$ cat config.mk
export PLATFORM = sky130hd
export DESIGN_NAME = master_relay_gate_control
export DESIGN_NICKNAME = d
export VERILOG_FILES = /design/src/hw/relay_gate_pkg.sv /design/src/hw/master_relay_gate_control.sv
export SDC_FILE = /design/constraint.sdc
export NUM_CORES = 1
export LEC_CHECK = 0
export ABC_CLOCK_PERIOD_IN_PS = 3300
export CELL_PAD_IN_SITES_DETAIL_PLACEMENT = 0
export CELL_PAD_IN_SITES_GLOBAL_PLACEMENT = 1
export CORE_AREA = 2 2 85 148
export CTS_BUF_LIST = sky130_fd_sc_hd__clkbuf_4 sky130_fd_sc_hd__clkbuf_8 sky130_fd_sc_hd__clkbuf_16
export DETAILED_ROUTE_END_ITERATION = 16
export DIE_AREA = 0 0 87 150
export DONT_BUFFER_PORTS = 1
export PLACE_DENSITY = 0.72
export SETUP_SLACK_MARGIN = 0.1
export SLEW_MARGIN = 30
export SYNTH_ARGS = -nofsm -noshare
export SYNTH_HDL_FRONTEND = slang
export SYNTH_SLANG_ARGS = --single-unit
$ cat constraint.sdc
create_clock -name clock -period 3.3 [get_ports clock]
set_input_delay 0.495 -clock clock [delete_from_list [all_inputs] [get_ports clock]]
set_output_delay 0.495 -clock clock [all_outputs]
set_load 0.005 [all_outputs]
$ cat src/hw/relay_gate_pkg.sv
package relay_gate_pkg;
  // register map
  localparam logic [7:0] FaultStatusAddr = 8'h00;
  localparam logic [7:0] RelayFaultAddr = 8'h01;
  localparam logic [7:0] HighSideControlAddr = 8'h11;
  localparam logic [7:0] IgnoreControlAddr = 8'h12;
  // high_side_control fields
  localparam int GateEnableBit = 2;
  localparam int OvOffSelectBit = 5;
  // timing
  localparam int ClockPeriodNs = 5;
  localparam int OvercurrentDeglitchNs = 10000;
  localparam int GateShortCheckNs = 20000;
  localparam int LeakageCheckNs = 50000;
  localparam int OvercurrentDeglitchCycles = (OvercurrentDeglitchNs + ClockPeriodNs - 1) / ClockPeriodNs;
  localparam int GateShortCheckCycles = (GateShortCheckNs + ClockPeriodNs - 1) / ClockPeriodNs;
  localparam int LeakageCheckCycles = (LeakageCheckNs + ClockPeriodNs - 1) / ClockPeriodNs;
  localparam int CountWidth = 16;

  typedef enum logic [2:0] {GateOff, LeakCheck, ShortWait, GateOn, Locked} phase_type;

  typedef struct packed {
    logic rstPin;
    logic wdFault;
    logic uvVdd;
    logic uvBat;
    logic ovBat;
    logic srcAbove;
    logic gateLow;
    logic compTwo;
    logic compOne;
    logic ctrlPin;
  } sync_type;

  // fault_status bits 6..0
  typedef struct packed {
    logic summary;
    logic wdState;
    logic wdFault;
    logic extReset;
    logic por;
    logic uvBat;
    logic ovBat;
  } sys_flag_type;

  // relay_fault bits 4..0
  typedef struct packed {
    logic leak;
    logic lowConflict;
    logic srcShort;
    logic gateShort;
    logic overcurrent;
  } relay_flag_type;

  typedef struct packed {
    logic wdEnable;
    logic lowIgnore;
    logic srcIgnore;
    logic gateIgnore;
    logic ocIgnore;
  } ignore_type;

  typedef struct packed {
    sync_type sync1;
    sync_type sync2;
    phase_type phase;
    logic [CountWidth-1:0] timer;
    logic [CountWidth-1:0] ocCnt;
    logic [CountWidth-1:0] ssCnt;
    logic gate;
    logic leakCur;
    logic rstDrive;
    logic [1:0] rstRelease;
    logic gateEnable;
    logic ovOff;
    ignore_type ign;
    sys_flag_type sysFlags;
    relay_flag_type relayFlags;
    logic [7:0] rdData;
  } state_type;

  localparam sync_type SyncReset = '{rstPin: 1'b1, default: 1'b0};
  localparam sys_flag_type SysFlagReset = '{wdState: 1'b1, default: 1'b0};
  localparam state_type StateReset = '{sync1: SyncReset, sync2: SyncReset, phase: GateOff,
    sysFlags: SysFlagReset, default: '0};
endpackage

$ cat src/hw/master_relay_gate_control.sv
`timescale 1ns/1ps
`default_nettype none
module master_relay_gate_control #(
  parameter int OcCycles = relay_gate_pkg::OvercurrentDeglitchCycles,
  parameter int ShortCycles = relay_gate_pkg::GateShortCheckCycles,
  parameter int LeakCycles = relay_gate_pkg::LeakageCheckCycles
) (
  // clock and reset
  input wire logic clock,
  input wire logic resetn,
  // register port
  input wire logic [7:0] regAddr,
  input wire logic regWrite,
  input wire logic regRead,
  input wire logic [7:0] regWrData,
  output logic [7:0] regRdData,
  // relay pins and comparators
  input wire logic relayControlPin,
  input wire logic comparatorOneOut,
  input wire logic comparatorTwoOut,
  input wire logic gateLowSense,
  input wire logic sourceAboveSupply,
  output logic relayGateOut,
  output logic leakageTestCurrentEn,
  // supervisors and low-side state
  input wire logic batteryOvervoltage,
  input wire logic batteryUndervoltage,
  input wire logic supplyUndervoltage,
  input wire logic watchdogFaultIn,
  input wire logic [7:0] lowsideOn,
  // open-drain reset pin
  input wire logic resetPinIn,
  output logic resetPinOut,
  output logic resetPinOe
);
  localparam int CW = relay_gate_pkg::CountWidth;
  localparam logic [CW-1:0] OcLast = CW'(OcCycles - 1);
  localparam logic [CW-1:0] ShortLast = CW'(ShortCycles - 1);
  localparam logic [CW-1:0] LeakLast = CW'(LeakCycles - 1);

  relay_gate_pkg::state_type s_q;
  relay_gate_pkg::state_type s_d;
  relay_gate_pkg::sync_type live;
  logic lowAny, request, extLow, wdBlock, ovBlock, hardOff;
  logic ocRaw, ssRaw, ocHit, ssHit, rdStatus, rdRelay;
  logic evOc, evSs, evGs, evLc, evLeak;

  assign live = s_q.sync2;
  assign lowAny = |lowsideOn;
  // pin needs a pull-down so an open pin reads low
  assign request = live.ctrlPin | s_q.gateEnable;
  // our own release needs two edges to clear the synchroniser; no false external reset
  assign extLow = ~live.rstPin & ~s_q.rstDrive & ~|s_q.rstRelease;
  assign wdBlock = live.wdFault & s_q.ign.wdEnable;
  assign ovBlock = live.ovBat & s_q.ovOff;
  assign hardOff = live.uvVdd | live.uvBat | wdBlock | extLow | ovBlock;
  // comparator pattern decoding is left to software except for these two cases
  assign ocRaw = live.compOne & ~live.compTwo & lowAny & s_q.gate;
  assign ssRaw = live.compOne & live.compTwo & s_q.gate;
  assign ocHit = ocRaw && (s_q.ocCnt == OcLast);
  assign ssHit = ssRaw && (s_q.ssCnt == OcLast);
  assign rdStatus = regRead && (regAddr == relay_gate_pkg::FaultStatusAddr);
  assign rdRelay = regRead && (regAddr == relay_gate_pkg::RelayFaultAddr);

  always_comb begin
    s_d = s_q;
    evOc = 1'b0;
    evSs = 1'b0;
    evGs = 1'b0;
    evLc = 1'b0;
    evLeak = 1'b0;
    // raw pins see two stages before any decision
    s_d.sync1 = '{rstPin: resetPinIn, wdFault: watchdogFaultIn, uvVdd: supplyUndervoltage,
      uvBat: batteryUndervoltage, ovBat: batteryOvervoltage, srcAbove: sourceAboveSupply,
      gateLow: gateLowSense, compTwo: comparatorTwoOut, compOne: comparatorOneOut,
      ctrlPin: relayControlPin};
    s_d.sync2 = s_q.sync1;
    // deglitch counters saturate at the last count
    s_d.ocCnt = !ocRaw ? '0 : (ocHit ? s_q.ocCnt : s_q.ocCnt + 1'b1);
    s_d.ssCnt = !ssRaw ? '0 : (ssHit ? s_q.ssCnt : s_q.ssCnt + 1'b1);
    s_d.timer = s_q.timer + 1'b1;
    unique case (s_q.phase)
      relay_gate_pkg::GateOff: begin
        s_d.timer = '0;
        if (request && !hardOff) begin
          if (lowAny) begin
            evLc = 1'b1;
          end
          if (lowAny && !s_q.ign.lowIgnore) begin
            s_d.phase = relay_gate_pkg::Locked;
          end else begin
            s_d.phase = relay_gate_pkg::LeakCheck;
            s_d.leakCur = 1'b1;
          end
        end
      end
      relay_gate_pkg::LeakCheck: begin
        if (s_q.timer == LeakLast) begin
          s_d.leakCur = 1'b0;
          s_d.timer = '0;
          if (live.srcAbove) begin
            s_d.gate = 1'b1;
            s_d.phase = relay_gate_pkg::ShortWait;
          end else begin
            evLeak = 1'b1;
            s_d.phase = relay_gate_pkg::Locked;
          end
        end
      end
      relay_gate_pkg::ShortWait: begin
        // the gate slews during the wait, so a low gate is no fault yet
        if (s_q.timer == ShortLast) begin
          s_d.phase = relay_gate_pkg::GateOn;
          if (live.gateLow) begin
            evGs = 1'b1;
            if (!s_q.ign.gateIgnore) begin
              s_d.gate = 1'b0;
              s_d.phase = relay_gate_pkg::Locked;
            end
          end
        end
        // overcurrent and source short count as soon as the gate is on
        evOc = ocHit;
        evSs = ssHit;
        if ((ocHit && !s_q.ign.ocIgnore) || (ssHit && !s_q.ign.srcIgnore)) begin
          s_d.gate = 1'b0;
          s_d.phase = relay_gate_pkg::Locked;
        end
      end
      relay_gate_pkg::GateOn: begin
        s_d.timer = '0;
        evGs = live.gateLow;
        evOc = ocHit;
        evSs = ssHit;
        if ((live.gateLow && !s_q.ign.gateIgnore) || (ocHit && !s_q.ign.ocIgnore) ||
            (ssHit && !s_q.ign.srcIgnore)) begin
          s_d.gate = 1'b0;
          s_d.phase = relay_gate_pkg::Locked;
        end
      end
      relay_gate_pkg::Locked: begin
        s_d.timer = '0;
      end
    endcase
    // a tripped gate waits for the request to drop, or for a hard-off fault, before a new try
    if (!request || (hardOff && s_d.phase != relay_gate_pkg::Locked)) begin
      s_d.phase = request ? relay_gate_pkg::Locked : relay_gate_pkg::GateOff;
      s_d.gate = 1'b0;
      s_d.leakCur = 1'b0;
    end
    if (hardOff && request) begin
      s_d.phase = relay_gate_pkg::GateOff;
    end
    s_d.rstDrive = live.uvVdd;
    s_d.rstRelease = {s_q.rstRelease[0], s_q.rstDrive};
    // system flags: a new event wins over a read
    if (live.ovBat) begin
      s_d.sysFlags.ovBat = 1'b1;
    end else if (rdStatus) begin
      s_d.sysFlags.ovBat = 1'b0;
    end
    if (live.uvBat) begin
      s_d.sysFlags.uvBat = 1'b1;
    end else if (rdStatus) begin
      s_d.sysFlags.uvBat = 1'b0;
    end
    if (live.uvVdd) begin
      s_d.sysFlags.por = 1'b1;
    end else if (rdStatus) begin
      s_d.sysFlags.por = 1'b0;
    end
    if (extLow) begin
      s_d.sysFlags.extReset = 1'b1;
    end else if (rdStatus) begin
      s_d.sysFlags.extReset = 1'b0;
    end
    if (wdBlock) begin
      s_d.sysFlags.wdFault = 1'b1;
      s_d.sysFlags.wdState = 1'b0;
    end else if (rdStatus && !live.wdFault) begin
      s_d.sysFlags.wdFault = 1'b0;
      s_d.sysFlags.wdState = 1'b1;
    end
    if (evOc || evSs || evGs || evLc || evLeak) begin
      s_d.sysFlags.summary = 1'b1;
    end else if (rdRelay) begin
      s_d.sysFlags.summary = 1'b0;
    end
    // relay flags other than leak clear on read only once the cause is gone; leak clears on any read
    if (evOc) begin
      s_d.relayFlags.overcurrent = 1'b1;
    end else if (rdRelay && !ocRaw) begin
      s_d.relayFlags.overcurrent = 1'b0;
    end
    if (evGs) begin
      s_d.relayFlags.gateShort = 1'b1;
    end else if (rdRelay && !live.gateLow) begin
      s_d.relayFlags.gateShort = 1'b0;
    end
    if (evSs) begin
      s_d.relayFlags.srcShort = 1'b1;
    end else if (rdRelay && !ssRaw) begin
      s_d.relayFlags.srcShort = 1'b0;
    end
    if (evLc) begin
      s_d.relayFlags.lowConflict = 1'b1;
    end else if (rdRelay && !(lowAny && request)) begin
      s_d.relayFlags.lowConflict = 1'b0;
    end
    if (evLeak) begin
      s_d.relayFlags.leak = 1'b1;
    end else if (rdRelay) begin
      s_d.relayFlags.leak = 1'b0;
    end
    if (regWrite && regAddr == relay_gate_pkg::HighSideControlAddr) begin
      s_d.gateEnable = regWrData[relay_gate_pkg::GateEnableBit];
      s_d.ovOff = regWrData[relay_gate_pkg::OvOffSelectBit];
    end
    if (regWrite && regAddr == relay_gate_pkg::IgnoreControlAddr) begin
      s_d.ign = regWrData[4:0];
    end
    if (regRead) begin
      s_d.rdData = 8'h00;
      if (regAddr == relay_gate_pkg::FaultStatusAddr) begin
        s_d.rdData = {1'b0, s_q.sysFlags};
      end else if (regAddr == relay_gate_pkg::RelayFaultAddr) begin
        s_d.rdData = {1'b0, live.compTwo, live.compOne, s_q.relayFlags};
      end else if (regAddr == relay_gate_pkg::HighSideControlAddr) begin
        s_d.rdData[relay_gate_pkg::GateEnableBit] = s_q.gateEnable;
        s_d.rdData[relay_gate_pkg::OvOffSelectBit] = s_q.ovOff;
      end else if (regAddr == relay_gate_pkg::IgnoreControlAddr) begin
        s_d.rdData = {3'h0, s_q.ign};
      end
    end
  end

  always_ff @(posedge clock or negedge resetn) begin
    if (!resetn) begin
      s_q <= relay_gate_pkg::StateReset;
    end else begin
      s_q <= s_d;
    end
  end

  assign regRdData = s_q.rdData;
  assign relayGateOut = s_q.gate;
  assign leakageTestCurrentEn = s_q.leakCur;
  assign resetPinOe = s_q.rstDrive;
  assign resetPinOut = 1'b0;
endmodule
`default_nettype wire

==> metrics.txt <==
status=finished clean; # rows=53; full die area=between 10000 and 15000 µm²; DRT Wirelength=9240 µm; Die H=150 µm; num ports=50; cell area after layout=5100 µm²; flops & latches, synth=102; Die W=87 µm; vias in the first global route=3200; Avg Inst Size Synth=10.6 µm²; Syn-to-layout area delta=10.2%; CP endpoint kind=register; Layout Utilization=42.9%; Max Cap Viol=0; first-pass GRT wire length=15100 µm; placed cell areas=4740 µm²; CTS H-tree lvls=3; Worst path slowest cell=or4_4; drt wl/cell=15.9 µm; CP required=between 3000 and 4000 ps; crit path kind=reg2reg; crit share post-route=75.5%; vias per cell=5.30; total clock sinks=102; PortBufs=0; most frequent cells in the layout=dfrtp_1, nor2_1, nand2_1; top cell type's share of synthesized area=53.5%; synthesized area=4630 µm²; Worst Path Buf+Inv=0; clk_lat worst skew=350 ps; Antenna Nets Post-Route=0; Post-synth ARST share=100%; CP Max Fanout=7; TritonCTS Buffers=9; initial antenna violation count=0; nets=479; Max VDD drop=0.263 mV; Fmax=401 MHz; FF+latch area=2560 µm²; ANT cells=0; post-route clock skew=roughly 7.5 ps; sequential share of the synthesized area=between 50% and 60%; delay-heaviest family, CP=simple AND/OR/NAND/NOR gates; clock tree root driver cell=clkbuf_16; Slew HR=60.1%; drt first pass iters=4; commonest non-fill, non-tap cell in the layout=dfrtp_1; layout cells sized above 1=roughly a tenth; min cycle time layout=2490 ps; post-route DRC violation count=0; Crit path largest cell delay=570 ps; Synth Flop Type=dfrtp_1; largest area contributor in the netlist=dfrtp_1; Worst-Margin Slew=596 ps; CP Launch Type=register; Syn Inst Count=437; Final GP Congestion=around 0.80; unrepaired setup endpoints after global routing=no; fillers=1097; EDFF count, synth=0; Arr. time, crit path=2760 ps; multi-input logic area=1950 µm²; DRT iter0 DRCs=139; GRT Residual Overflow=0; Initial Util=around two fifths; leakage=2.02 nW; total negative slack=0 ps; detailed-route via count=3073; # setup viols final=0; Hold Vio Cnt, Final=0; largest net degree at the start of global routing=103; PwrDens=494 nW/µm²; core box area=11900 µm²; crit-path cells=or4_4 -> nor4_4 -> a32oi_2 -> a311oi_2 -> o21ai_1 -> a22oi_1; YS warnings=0; min-delay worst type=in2async; clock transition at the registers of the reported paths=70 ps; Setup Fix Bufs, Post-CTS=0; top cells by area, synth=dfrtp_1, nor2_1, xor2_1; CTS tree=built; Yosys cell types=59; post-DP HPWL=6660 µm; Post-CTS Resized=0; Slew Limit Fails=0; Max Root-Sink Buffers=2; GRT Resource Usage Total=15.0%; cts hold-fix bufs=1
==> state kept, by name (all words and copies together) (netlist names) <==
| signal | cells |
|---|---|
| leakageTestCurrentEn | 1 |
| live | 10 |
| regRdData | 7 |
| relayGateOut | 1 |
| resetPinOe | 1 |
| s_d | 11 |
| s_q | 71 |
==> worst paths after layout <==
kind,depth (start not counted),start,slack (ps),end
setup / recovery,6,s_q[52],810,relayGateOut
hold / removal,1,resetn,40,s_q[23]
setup reg to reg,6,s_q[52],810,relayGateOut
hold reg to reg,0,s_d[91],350,live[8]
max in group asynchronous,1,resetn,2810,s_d[92]
min in group clock,0,resetPinIn,140,s_d[92]
==> per-stage QoR <==
step,cells,hold slack [ps],power (W),worst slack (ps)
finish,580,43.2,0.00252,808
global route,580,101,0.00260,644
CTS,580,91.9,0.00256,777
detailed placement,563,202,0.00135,814
global placement,563,202,0.00135,855
floorplan,438,199,0.00135,1080
==> per-layer routing <==
layer  routed length, µm  GRT usage (%)
met1                3760           16.8
met2                4790           26.0
met3                 235           1.99
met4                 454           10.1
met5                   0              0
==> cells by family (layout without fill, tap and decap cells) <==
logic type	after synthesis	in the layout	share of synthesized area, %
adders and majority gates	3	3	0.811
other	1	2	0.0810
DFF	102	102	55.2
buffers and inverters	25	30	2.79
AOI/OAI and AO/OA	61	61	8.73
xor gates and xnor gates	35	35	6.63
and+or+nand+nor	195	195	22.1
muxes	15	15	3.57
==> synthesized netlist by cell type (all sizes together) (5+ instances only) <==
master  count
a21oi      18
a22oi       6
and3        6
and4        5
buf        12
clkbuf      5
dfrtp      99
inv         8
mux2       12
nand2      34
nand3      21
nand4       7
nor2       70
nor3       12
nor4        8
o21ai      16
or3         7
xnor2      13
xor2       22
==> power by group <==
| part | internal (W) | total, W | switching (W) | leakage, nW |
|---|---|---|---|---|
| logic | 0.0000204 | 0.0000591 | 0.0000387 | 0.550 |
| registers | 0.00128 | 0.00130 | 0.0000198 | 1.31 |
| clock network | 0.000675 | 0.00116 | 0.000485 | 0.155 |
| total | 0.00197 | 0.00252 | 0.000544 | 2.02 |
==> final cells by class <==
cell class	instances	area share, %
clock buffer	9	4.42
clock inverter	7	2.04
inverter	8	0.589
multi-input combinational	311	38.2
sequential	102	50.1
tap	137	3.36
timing repair buffer	6	1.28
No activity file was read; power rests on OpenSTA's default activity.
